===== config.mk =====
export PLATFORM = sky130hd
export DESIGN_NAME = rdsa_top
export DESIGN_NICKNAME = d
export VERILOG_FILES = /design/src/core/rdsa_pkg.sv /design/src/core/rdsa_cal_if.sv /design/src/core/rdsa_rule_match.sv /design/src/core/rdsa_top.sv
export SDC_FILE = /design/constraint.sdc
export NUM_CORES = 1
export LEC_CHECK = 0
export BUFFER_PORTS_ARGS = -buffer_cell sky130_fd_sc_hd__buf_2
export CAP_MARGIN = 10
export CELL_PAD_IN_SITES_DETAIL_PLACEMENT = 1
export CELL_PAD_IN_SITES_GLOBAL_PLACEMENT = 1
export CORE_ASPECT_RATIO = 1.2
export CORE_MARGIN = 5
export CORE_UTILIZATION = 39
export CTS_BUF_LIST = sky130_fd_sc_hd__clkbuf_16
export CTS_CLUSTER_DIAMETER = 40
export DETAILED_ROUTE_END_ITERATION = 8
export GPL_ROUTABILITY_DRIVEN = 0
export PLACE_DENSITY = 0.8
export SYNTH_ARGS = -nofsm -noshare
export SYNTH_HDL_FRONTEND = slang
export SYNTH_HIERARCHICAL = 1
export SYNTH_SLANG_ARGS = --single-unit
export TNS_END_PERCENT = 50

===== constraint.sdc =====
create_clock -name clk -period 2.56 [get_ports clk]
set_input_delay 0.256 -clock clk [delete_from_list [all_inputs] [get_ports clk]]
set_output_delay 0.256 -clock clk [all_outputs]
set_load 0.01 [all_outputs]

===== src/core/rdsa_pkg.sv =====
// Constants and types for the daylight-saving adjustment block
// Overview of operation
// - With saving enabled, a spring rule match adds one extra hour increment.
// - With saving enabled, a fall rule match suppresses the hour increment once.
// - After a fall adjustment, the rule stays disarmed one hour, then re-arms itself.
// - Week-of-month is kept internally; field 1..4 is that week, 5 is last week.
// - Weekday field bits 10:8 compare against weekday counter bits 2:0.
// - Month field in the low byte compares against the month counter.
// - Hour bits 30:24 compare hours 6:0; bit 31 compares AM/PM if 12-hour written.
// - Hour and month use format captured at write; later mode changes keep them.
// - Every field matches exactly; software loads valid values while saving is on.
// - Rule registers accept whole-word writes and single-byte writes.
// - The skipped hour never exists, so an alarm inside it cannot fire.
// - The repeated hour runs twice, so an alarm inside it fires twice.
package rdsa_pkg;
	localparam int ADDR_W = 8;
	localparam logic [7:0] OFF_SPRING = 8'h18;
	localparam logic [7:0] OFF_FALL = 8'h1c;
	localparam logic [7:0] OFF_CTRL = 8'h20;
	localparam logic [7:0] OFF_STATUS = 8'h24;
	localparam logic [31:0] RULE_RESET = 32'h0000_0000;
	localparam logic [31:0] RULE_WMASK = 32'hff07_07ff;
	localparam int MERIDIEM_BIT = 31;
	localparam int HOUR_LSB = 24;
	localparam int WEEK_LSB = 16;
	localparam int WDAY_LSB = 8;
	localparam int MONTH_LSB = 0;
	localparam int CTRL_DSE_BIT = 0;
	localparam int CTRL_BIN_BIT = 1;
	localparam int CTRL_H12_BIT = 2;
	localparam logic [2:0] CTRL_RESET = 3'h0;
	localparam logic [2:0] WEEK_LAST = 3'h5;
	localparam logic [4:0] DAYS_PER_WEEK = 5'h07;

	typedef enum logic [1:0]
	{
		FB_ARMED = 2'b01,
		FB_SPENT = 2'b10
	} rdsa_fall_t;

	typedef struct packed
	{
		logic [31:0] spring_rule;
		logic [31:0] fall_rule;
		logic spring_h12;
		logic fall_h12;
		logic spring_bin;
		logic fall_bin;
		logic daylight_saving_enable;
		logic binary_format_select;
		logic hour12_mode;
		rdsa_fall_t fall_state;
		logic [31:0] rdata;
	} rdsa_state_t;
endpackage : rdsa_pkg


===== src/core/rdsa_cal_if.sv =====
// Calendar view shared between the top and the rule comparators
`timescale 1ns/10ps
interface rdsa_cal_if;
	logic [7:0] hours;
	logic [7:0] month;
	logic [2:0] weekday;
	logic [2:0] week_count;
	logic last_week;

	modport src
	(
		output hours,
		output month,
		output weekday,
		output week_count,
		output last_week
	);
	modport cmp
	(
		input hours,
		input month,
		input weekday,
		input week_count,
		input last_week
	);
endinterface : rdsa_cal_if


===== src/core/rdsa_rule_match.sv =====
// Exact comparison of one rule word against the running calendar
`timescale 1ns/10ps
module rdsa_rule_match
(
	// Calendar
	rdsa_cal_if.cmp cal,
	// Rule
	input wire logic [31:0] rule_word,
	input wire logic use_meridiem,
	// Result
	output logic hit
);
	logic [2:0] week_f;
	logic week_ok;
	logic hour_ok;
	logic mer_ok;
	logic wday_ok;
	logic month_ok;

	always_comb
	begin
		week_f = rule_word[rdsa_pkg::WEEK_LSB +: 3];
		// Week 5 is the last occurrence, 1..4 the counted week
		if (week_f == rdsa_pkg::WEEK_LAST)
		begin
			week_ok = cal.last_week;
		end
		else
		begin
			week_ok = (week_f == cal.week_count);
		end
		hour_ok = (rule_word[rdsa_pkg::HOUR_LSB +: 7] == cal.hours[6:0]);
		mer_ok = !use_meridiem
			|| (rule_word[rdsa_pkg::MERIDIEM_BIT] == cal.hours[7]);
		wday_ok = (rule_word[rdsa_pkg::WDAY_LSB +: 3] == cal.weekday);
		month_ok = (rule_word[rdsa_pkg::MONTH_LSB +: 8] == cal.month);
		// No field value acts as a wildcard
		hit = week_ok && hour_ok && mer_ok && wday_ok && month_ok;
	end
endmodule : rdsa_rule_match


===== src/core/rdsa_top.sv =====
// Daylight-saving adjustment: rule registers, week tracking and hour steering
`timescale 1ns/10ps
module rdsa_top
(
	// Clock and reset
	input wire logic clk,
	input wire logic rstn,
	// Register port
	input wire logic [rdsa_pkg::ADDR_W-1:0] reg_addr,
	input wire logic [31:0] reg_wdata,
	input wire logic [3:0] reg_be,
	input wire logic reg_wr,
	input wire logic reg_rd,
	output logic [31:0] reg_rdata,
	// Calendar counters
	input wire logic [7:0] hours_value,
	input wire logic [7:0] month_value,
	input wire logic [7:0] weekday_value,
	input wire logic [4:0] day_of_month,
	input wire logic [4:0] month_length,
	input wire logic hour_tick,
	// Hour steering
	output logic hour_advance,
	output logic hour_hold
);
	rdsa_pkg::rdsa_state_t st_reg;
	rdsa_pkg::rdsa_state_t st_next;
	rdsa_cal_if cal ();
	logic spring_hit;
	logic fall_hit;
	logic [2:0] week_count;
	logic last_week;
	logic [4:0] days_left;
	logic sel_spring;
	logic sel_fall;
	logic sel_ctrl;
	logic sel_status;
	logic [31:0] be_mask;
	logic [31:0] status_word;

	// Week of month from the day of month
	always_comb
	begin
		if (day_of_month <= 5'd7)
		begin
			week_count = 3'd1;
		end
		else if (day_of_month <= 5'd14)
		begin
			week_count = 3'd2;
		end
		else if (day_of_month <= 5'd21)
		begin
			week_count = 3'd3;
		end
		else if (day_of_month <= 5'd28)
		begin
			week_count = 3'd4;
		end
		else
		begin
			week_count = 3'd5;
		end
		// Last week: no further same weekday fits in this month
		days_left = month_length - day_of_month;
		last_week = (month_length >= day_of_month)
			&& (days_left < rdsa_pkg::DAYS_PER_WEEK);
	end

	assign cal.hours = hours_value;
	assign cal.month = month_value;
	assign cal.weekday = weekday_value[2:0];
	assign cal.week_count = week_count;
	assign cal.last_week = last_week;

	rdsa_rule_match u_spring
	(
		.cal(cal.cmp),
		.rule_word(st_reg.spring_rule),
		.use_meridiem(st_reg.spring_h12),
		.hit(spring_hit)
	);

	rdsa_rule_match u_fall
	(
		.cal(cal.cmp),
		.rule_word(st_reg.fall_rule),
		.use_meridiem(st_reg.fall_h12),
		.hit(fall_hit)
	);

	// Extra increment makes the following hour never occur
	assign hour_advance = hour_tick && st_reg.daylight_saving_enable
		&& spring_hit;
	// Inhibited increment makes the current hour run a second time
	assign hour_hold = hour_tick && st_reg.daylight_saving_enable && fall_hit
		&& (st_reg.fall_state == rdsa_pkg::FB_ARMED);

	always_comb
	begin
		for (int i = 0; i < 4; i++)
		begin
			be_mask[i*8 +: 8] = {8{reg_be[i]}};
		end
	end

	assign sel_spring = (reg_addr == rdsa_pkg::OFF_SPRING);
	assign sel_fall = (reg_addr == rdsa_pkg::OFF_FALL);
	assign sel_ctrl = (reg_addr == rdsa_pkg::OFF_CTRL);
	assign sel_status = (reg_addr == rdsa_pkg::OFF_STATUS);

	assign status_word = {23'h00_0000, st_reg.fall_h12, st_reg.spring_h12, st_reg.fall_bin,
		st_reg.spring_bin, last_week, week_count,
		st_reg.fall_state == rdsa_pkg::FB_ARMED};

	always_comb
	begin
		st_next = st_reg;
		// Byte lanes write independently; reserved bits stay zero
		if (reg_wr && sel_spring)
		begin
			st_next.spring_rule = ((st_reg.spring_rule & ~be_mask)
				| (reg_wdata & be_mask)) & rdsa_pkg::RULE_WMASK;
			// Format of hour and month is frozen when those bytes are written
			if (reg_be[3])
			begin
				st_next.spring_h12 = st_reg.hour12_mode;
			end
			if (reg_be[3] || reg_be[0])
			begin
				st_next.spring_bin = st_reg.binary_format_select;
			end
		end
		if (reg_wr && sel_fall)
		begin
			st_next.fall_rule = ((st_reg.fall_rule & ~be_mask)
				| (reg_wdata & be_mask)) & rdsa_pkg::RULE_WMASK;
			if (reg_be[3])
			begin
				st_next.fall_h12 = st_reg.hour12_mode;
			end
			if (reg_be[3] || reg_be[0])
			begin
				st_next.fall_bin = st_reg.binary_format_select;
			end
		end
		if (reg_wr && sel_ctrl && reg_be[0])
		begin
			st_next.daylight_saving_enable = reg_wdata[rdsa_pkg::CTRL_DSE_BIT];
			st_next.binary_format_select = reg_wdata[rdsa_pkg::CTRL_BIN_BIT];
			st_next.hour12_mode = reg_wdata[rdsa_pkg::CTRL_H12_BIT];
		end
		// Fall rule disarm across the repeated hour, then self re-arm
		unique case (st_reg.fall_state)
			rdsa_pkg::FB_ARMED:
			begin
				if (hour_hold)
				begin
					st_next.fall_state = rdsa_pkg::FB_SPENT;
				end
			end
			rdsa_pkg::FB_SPENT:
			begin
				if (hour_tick || !st_reg.daylight_saving_enable)
				begin
					st_next.fall_state = rdsa_pkg::FB_ARMED;
				end
			end
			default:
			begin
				st_next.fall_state = rdsa_pkg::FB_ARMED;
			end
		endcase
		// Read data for one cycle after the strobe; unmapped reads give zero
		st_next.rdata = 32'h0000_0000;
		if (reg_rd)
		begin
			if (sel_spring)
			begin
				st_next.rdata = st_reg.spring_rule;
			end
			else if (sel_fall)
			begin
				st_next.rdata = st_reg.fall_rule;
			end
			else if (sel_ctrl)
			begin
				st_next.rdata = {29'h0000_0000, st_reg.hour12_mode,
					st_reg.binary_format_select, st_reg.daylight_saving_enable};
			end
			else if (sel_status)
			begin
				st_next.rdata = status_word;
			end
		end
	end

	always_ff @(posedge clk)
	begin
		if (!rstn)
		begin
			st_reg.spring_rule <= rdsa_pkg::RULE_RESET;
			st_reg.fall_rule <= rdsa_pkg::RULE_RESET;
			st_reg.spring_h12 <= 1'b0;
			st_reg.fall_h12 <= 1'b0;
			st_reg.spring_bin <= 1'b0;
			st_reg.fall_bin <= 1'b0;
			st_reg.daylight_saving_enable <= rdsa_pkg::CTRL_RESET[0];
			st_reg.binary_format_select <= rdsa_pkg::CTRL_RESET[1];
			st_reg.hour12_mode <= rdsa_pkg::CTRL_RESET[2];
			st_reg.fall_state <= rdsa_pkg::FB_ARMED;
			st_reg.rdata <= 32'h0000_0000;
		end
		else
		begin
			st_reg <= st_next;
		end
	end

	assign reg_rdata = st_reg.rdata;
endmodule : rdsa_top


; ---- Word level (Yosys, flattened, before mapping)
; Index checks and enable logic that the tools add are counted.
[totals]
inputBits = 83
reg_bits = 85
elab_cells = 90
out_inout_bits = 34
[op_classes]
n_bitwise = 7
order_cmp = 6
add_sub_neg = 1
n_reduce_logical = 31
mux = 13
eq_ne = 20
[ops]
columns = op, n
row1 = AND 32 bit, 3
row2 = two-way mux 32 bit, 2
row3 = bitwise OR 32 bit, 2
row4 = NOT 32 bit, 1
row5 = two-way mux 9 bit, 2
row6 = logical AND 1 bit, 17
row7 = "equality test 8 x 5 -> 1 bit, second input constant", 2
row8 = "equality test 8 x 6 -> 1 bit, second input constant", 2
row9 = equality test 8 bit, 2
row10 = equality test 7 bit, 2
row11 = equality test 3 bit, 4
row12 = AND reduction 2 bit, 6
row13 = "<= comparator 5 bit, second input constant", 2
row14 = two-way mux 3 bit, 3
row15 = "equality test 3 bit, second input constant", 2
row16 = >= comparator 5 bit, 1
row17 = "<= comparator 5 x 3 -> 1 bit, second input constant", 1
row18 = "<= comparator 5 x 4 -> 1 bit, second input constant", 1
row19 = "less-than comparator 5 x 3 -> 1 bit, second input constant", 1
row20 = subtractor 5 bit, 1
row21 = logical OR 1 bit, 4
row22 = two-way mux 2 bit, 2
row23 = "!= test 2 bit, second input constant", 2
row24 = one-hot mux 2 bit (2 select lines), 1
row25 = 7 further kinds, 12

; ---- Depth between registers and ports, before layout
[depth]
word_depth = 15
mapped_depth = 13
depth_no_buf = 13

; ---- Modules after synthesis
; The synthesis kept the hierarchy.
[modules_own_cells]
columns = module, cells_per_inst, n_inst, seq_area_each_um2, area_each_um2
row1 = rdsa_top, 365, 1, 1501.4, 3582.2
row2 = rdsa_rule_match, 33, 2, 0.0, 260.2

; ---- Worst setup path after synthesis
; Ideal clock, no wire load.
[synth_path]
kind = input -> output
start = in month_length[0]
end = out hour_hold
required_time_ns = 2.304
arrival_time_ns = 2.141
n_path_buf = 0
path_slack_ns = 0.163
cell_stages = 10
cell_sequence = inv_1 -> ha_1 -> inv_1 -> fa_1 -> xor2_1 -> a221oi_1 -> nor3b_1 -> a31oi_1 -> nor3_1 -> and4_1
[synth_via]
elab_chain_cells = 10
word_cells_on_any_way = 11
cone_classes = add/sub: 1 / order compare: 2 / mux: 1 / reduce/logical: 7
[synth_lines]
columns = element, line_no
row1 = "start, declared", rdsa_top.sv:20  ; input wire logic [4:0] month_length,
row2 = subtractor 5 bit, rdsa_top.sv:65  ; days_left = month_length - day_of_month;
row3 = less-than comparator 5 x 3 -> 1 bit, rdsa_top.sv:67  ; && (days_left < rdsa_pkg::DAYS_PER_WEEK);
row4 = logical AND 1 bit *, rdsa_top.sv:67
row5 = via cal.last_week, rdsa_cal_if.sv:8  ; logic last_week;
row6 = two-way mux 1 bit *, rdsa_rule_match.sv:24  ; if (week_f == rdsa_pkg::WEEK_LAST)
row7 = logical AND 1 bit * (4 in series), rdsa_rule_match.sv:38  ; hit = week_ok && hour_ok && mer_ok && wday_ok && month_ok;
row8 = via fall_hit, rdsa_top.sv:30  ; logic fall_hit;
row9 = logical AND 1 bit *, rdsa_top.sv:96  ; assign hour_hold = hour_tick && st_reg.daylight_saving_enable && fall_hit
row10 = logical AND 1 bit *, rdsa_top.sv:97  ; && (st_reg.fall_state == rdsa_pkg::FB_ARMED);
row11 = "end, declared", rdsa_top.sv:24  ; output logic hour_hold
; The timed path passes the listed nets; every way through them passes the cells marked *.

; ---- Worst setup path after layout
; Same ends and word-level chain as after synthesis.

==> results.md <==
* Status: finished, violations left
* Violated checks: setup timing
* Pre-CTS setup slack at -0.379 ns
* Fmax at around 380 MHz
* Worst setup path start: month_length[0]
* Overflow after GRT at 0
* Final Skew at 0.00726 ns
* Worst-Margin Slew at 0.533 ns
* Share of layout cells above drive strength 1 at a little under 30%
* Post-DP HPWL at between 9000 and 10000 µm
* Htree depth at 3
* Die area at between 10000 and 15000 µm²
* Worst Path Required at about 2.3 ns
* Unique cell type count in the Yosys netlist at 49
* Post-synth top area share at 36.6%
* Drt wl/cell at between 15 and 20 µm
* Switching part of the total at between 20% and 30%
* Crit path cell chain: buf_6 > inv_4 > ha_4 > inv_2 > fa_2 > nor2b_4 > a221oi_4 > nor3b_4 > a31oi_2 > nor3_2 > and4_1 > buf_2
* Final Cycle Share at 102%
* Via count at between 3000 and 4000
* Row count at 41
* Number of remaining DRC errors at 0
* Total Nets Final at about 600
* GR Util met2 at roughly two fifths
* GRT met1 Usage at around a fifth
* Deepest clock path buffer count at 2
* Mean area per synthesized cell at between 9 and 10 µm²
* Number of synthesized flops with an enable pin at 0
* Num ports at approximately 120
* Hold Buf Count CTS at 0
* DP Area at about 4600 µm²
* DRT Pass-1 Iters at 4
* Syn Inst Count at between 400 and 500
* Hold Fails Final Rpt at 0
* Synthesis-to-finish area growth at 21.2%
* Num CTS Buffers at 9
* Clock root buffer: clkbuf_16
* Met3 global-route usage at just over 4%
* Clock Latency Late Sink at approximately 0.35 ns
* Minimum clock period at 2.62 ns
* DR iter-0 viols at ~120
* Final ANT Viol Nets at 0
* CP Max Fanout at 2
* Critical path arrival at ~2.4 ns
* Worst setup SP type: input port
* Internal at ~2000 µW
* Top post-synthesis cells by area: dfxtp_1 37%, mux2i_1 13%, nor2b_1 8.8%, xor2_1 8.8%, buf_4 6.4%
* Final Cell Area at 4970 µm²
* Worst slew margin at 64.2%
* Sw Pwr at between 600 and 700 µW
* N_diodes at 0
* Slew Limit Fails at 0
* Comb pwr share at 10.7%
* Worst vdd ir at ~0.29 mV
* Clock share of power at 46.8%
* Worst Hold Class: in -> reg
* TritonCTS clock tree: built
* Synth Flop Type: dfxtp_1
* Crit path largest cell delay at approximately 0.43 ns
* Synth warn at 6
* Slowest CP cell: fa_2
* Synth async-reset ratio at 0%
* Flops & latches, synth at 75
* Unrepaired setup endpoints after global routing: yes
* Max-Cap Viols at 0
* Flop pwr share at between 40% and 50%
* Clock-pin slew on the worst setup and hold paths at 0.06 ns
* WS Path Type: in -> out
* Final setup margin at -0.0556 ns
* Die width at between 100 and 150 µm
* Top-count cell post-synth: dfxtp_1
* Grt peak-use layer: met2
* Area leader, netlist: dfxtp_1
* Total GRT Usage at 19.7%
* Number of clock sinks at 75
* Synthesized area at around 4100 µm²
* Top post-synthesis cells by count: 75 x dfxtp_1, 58 x nor2b_1, 54 x mux2i_1, 41 x xor2_1, 35 x buf_4
* Pwr dens at ~550 nW/µm²
* Core area at between 10000 and 15000 µm²
* Largest net degree at the start of global routing at 55
* P_leak at 0.00215 µW
* Post-synthesis sequential area ratio at 36.6%
* PortBufs at 91
* Vias in the first global route at ~3700
* Drt via density at about 5.3
* Count of final setup violators at 2
* DRT Wirelength at between 10000 and 15000 µm
* Hold path startpoint: reg_wdata[28]
* Endpoint class of the critical path: output pin
* First-pass GRT wire length at 19300 µm
* Initial antenna violation count at 0
* Die Y at ~120 µm
* Initial Util at between 30% and 40%
[final timing paths]
kind | end | slack (ns) | depth (start not counted)
worst min register to register | st_reg[32] | 0.45 | 1
worst max register to register | st_reg[33] | 0.68 | 7
worst min-delay path | flip-flop | 0.18 | 3
worst max-delay path | hour_hold | -0.06 | 12
[power groups by stage]
stage,clock network (µW),logic [µW],registers [µW]
floorplan,0,139,1190
global placement,0,240,1190
detailed placement,0,251,1190
CTS,1310,277,1170
global route,1360,317,1170
finish,1290,295,1170
[critical path: cells and delay by family]
family / cells / cell delay (ns)
and+or+nand+nor: 4 / 0.81
AOI/OAI and AO/OA: 2 / 0.44
buffers and inverters: 4 / 0.30
adders and majority gates: 2 / 0.56
[per-layer routing]
metal  share of wire, %  wire (µm)  vias up
li1                   -          -     1629
met1                 37       4700     1674
met2                 56       7060       83
met3                3.8        475       23
met4                3.0        374        0
met5                  0          0        -
[cell usage in the layout, fill, tap and decap left out, types with 10 or more instances in the layout]
cell type and count:
conb_1 10, a22oi_1 13, nor2_1 20, dfxtp_1 75, mux2i_1 53, buf_4 22
buf_2 89, xor2_1 41, nor2b_1 57, nor4_1 11
[final cells by class]
type | count | area, µm²
Clock buffer | 9 | 225
Clock inverter | 7 | 76.3
Fill cell | 1213 | 5440
Inverter | 7 | 28.8
Multi-Input combinational cell | 306 | 2340
Sequential cell | 75 | 1500
Tap cell | 129 | 161
Timing Repair Buffer | 113 | 633
[kinds of logic (layout without fill, tap and decap cells)]
logic type / Yosys count / after routing / share of synthesized area, %
flops: 75 / 75 / 36.6
compound gates: 45 / 45 / 7.87
simple gates: 146 / 146 / 21.6
fa+ha+maj: 6 / 6 / 2.01
buf+inv: 59 / 136 / 9.06
mux: 54 / 54 / 13.2
other cells: 1 / 10 / 0.0914
xor+xnor: 45 / 45 / 9.61
[repair_timing]
item,CTS,global route
setup endpoints to repair,2,2
pin swaps,9,0
setup buffers,1,0
gates resized for setup,18,3
[metrics by stage]
stage	total power [µW]	utilization (%)	TNS [ns]	cells	hold slack, ns
finish	2750	47.7	-0.0743	646	0.178
global route	2840	47.7	-0.297	646	0.186
CTS	2750	47.5	-0.0153	646	0.179
detailed placement	1450	43.8	-1.17	629	0.455
global placement	1430	43.8	-0.484	629	0.423
floorplan	1330	-	0	440	0.404
(Power assumes the default switching activity.)
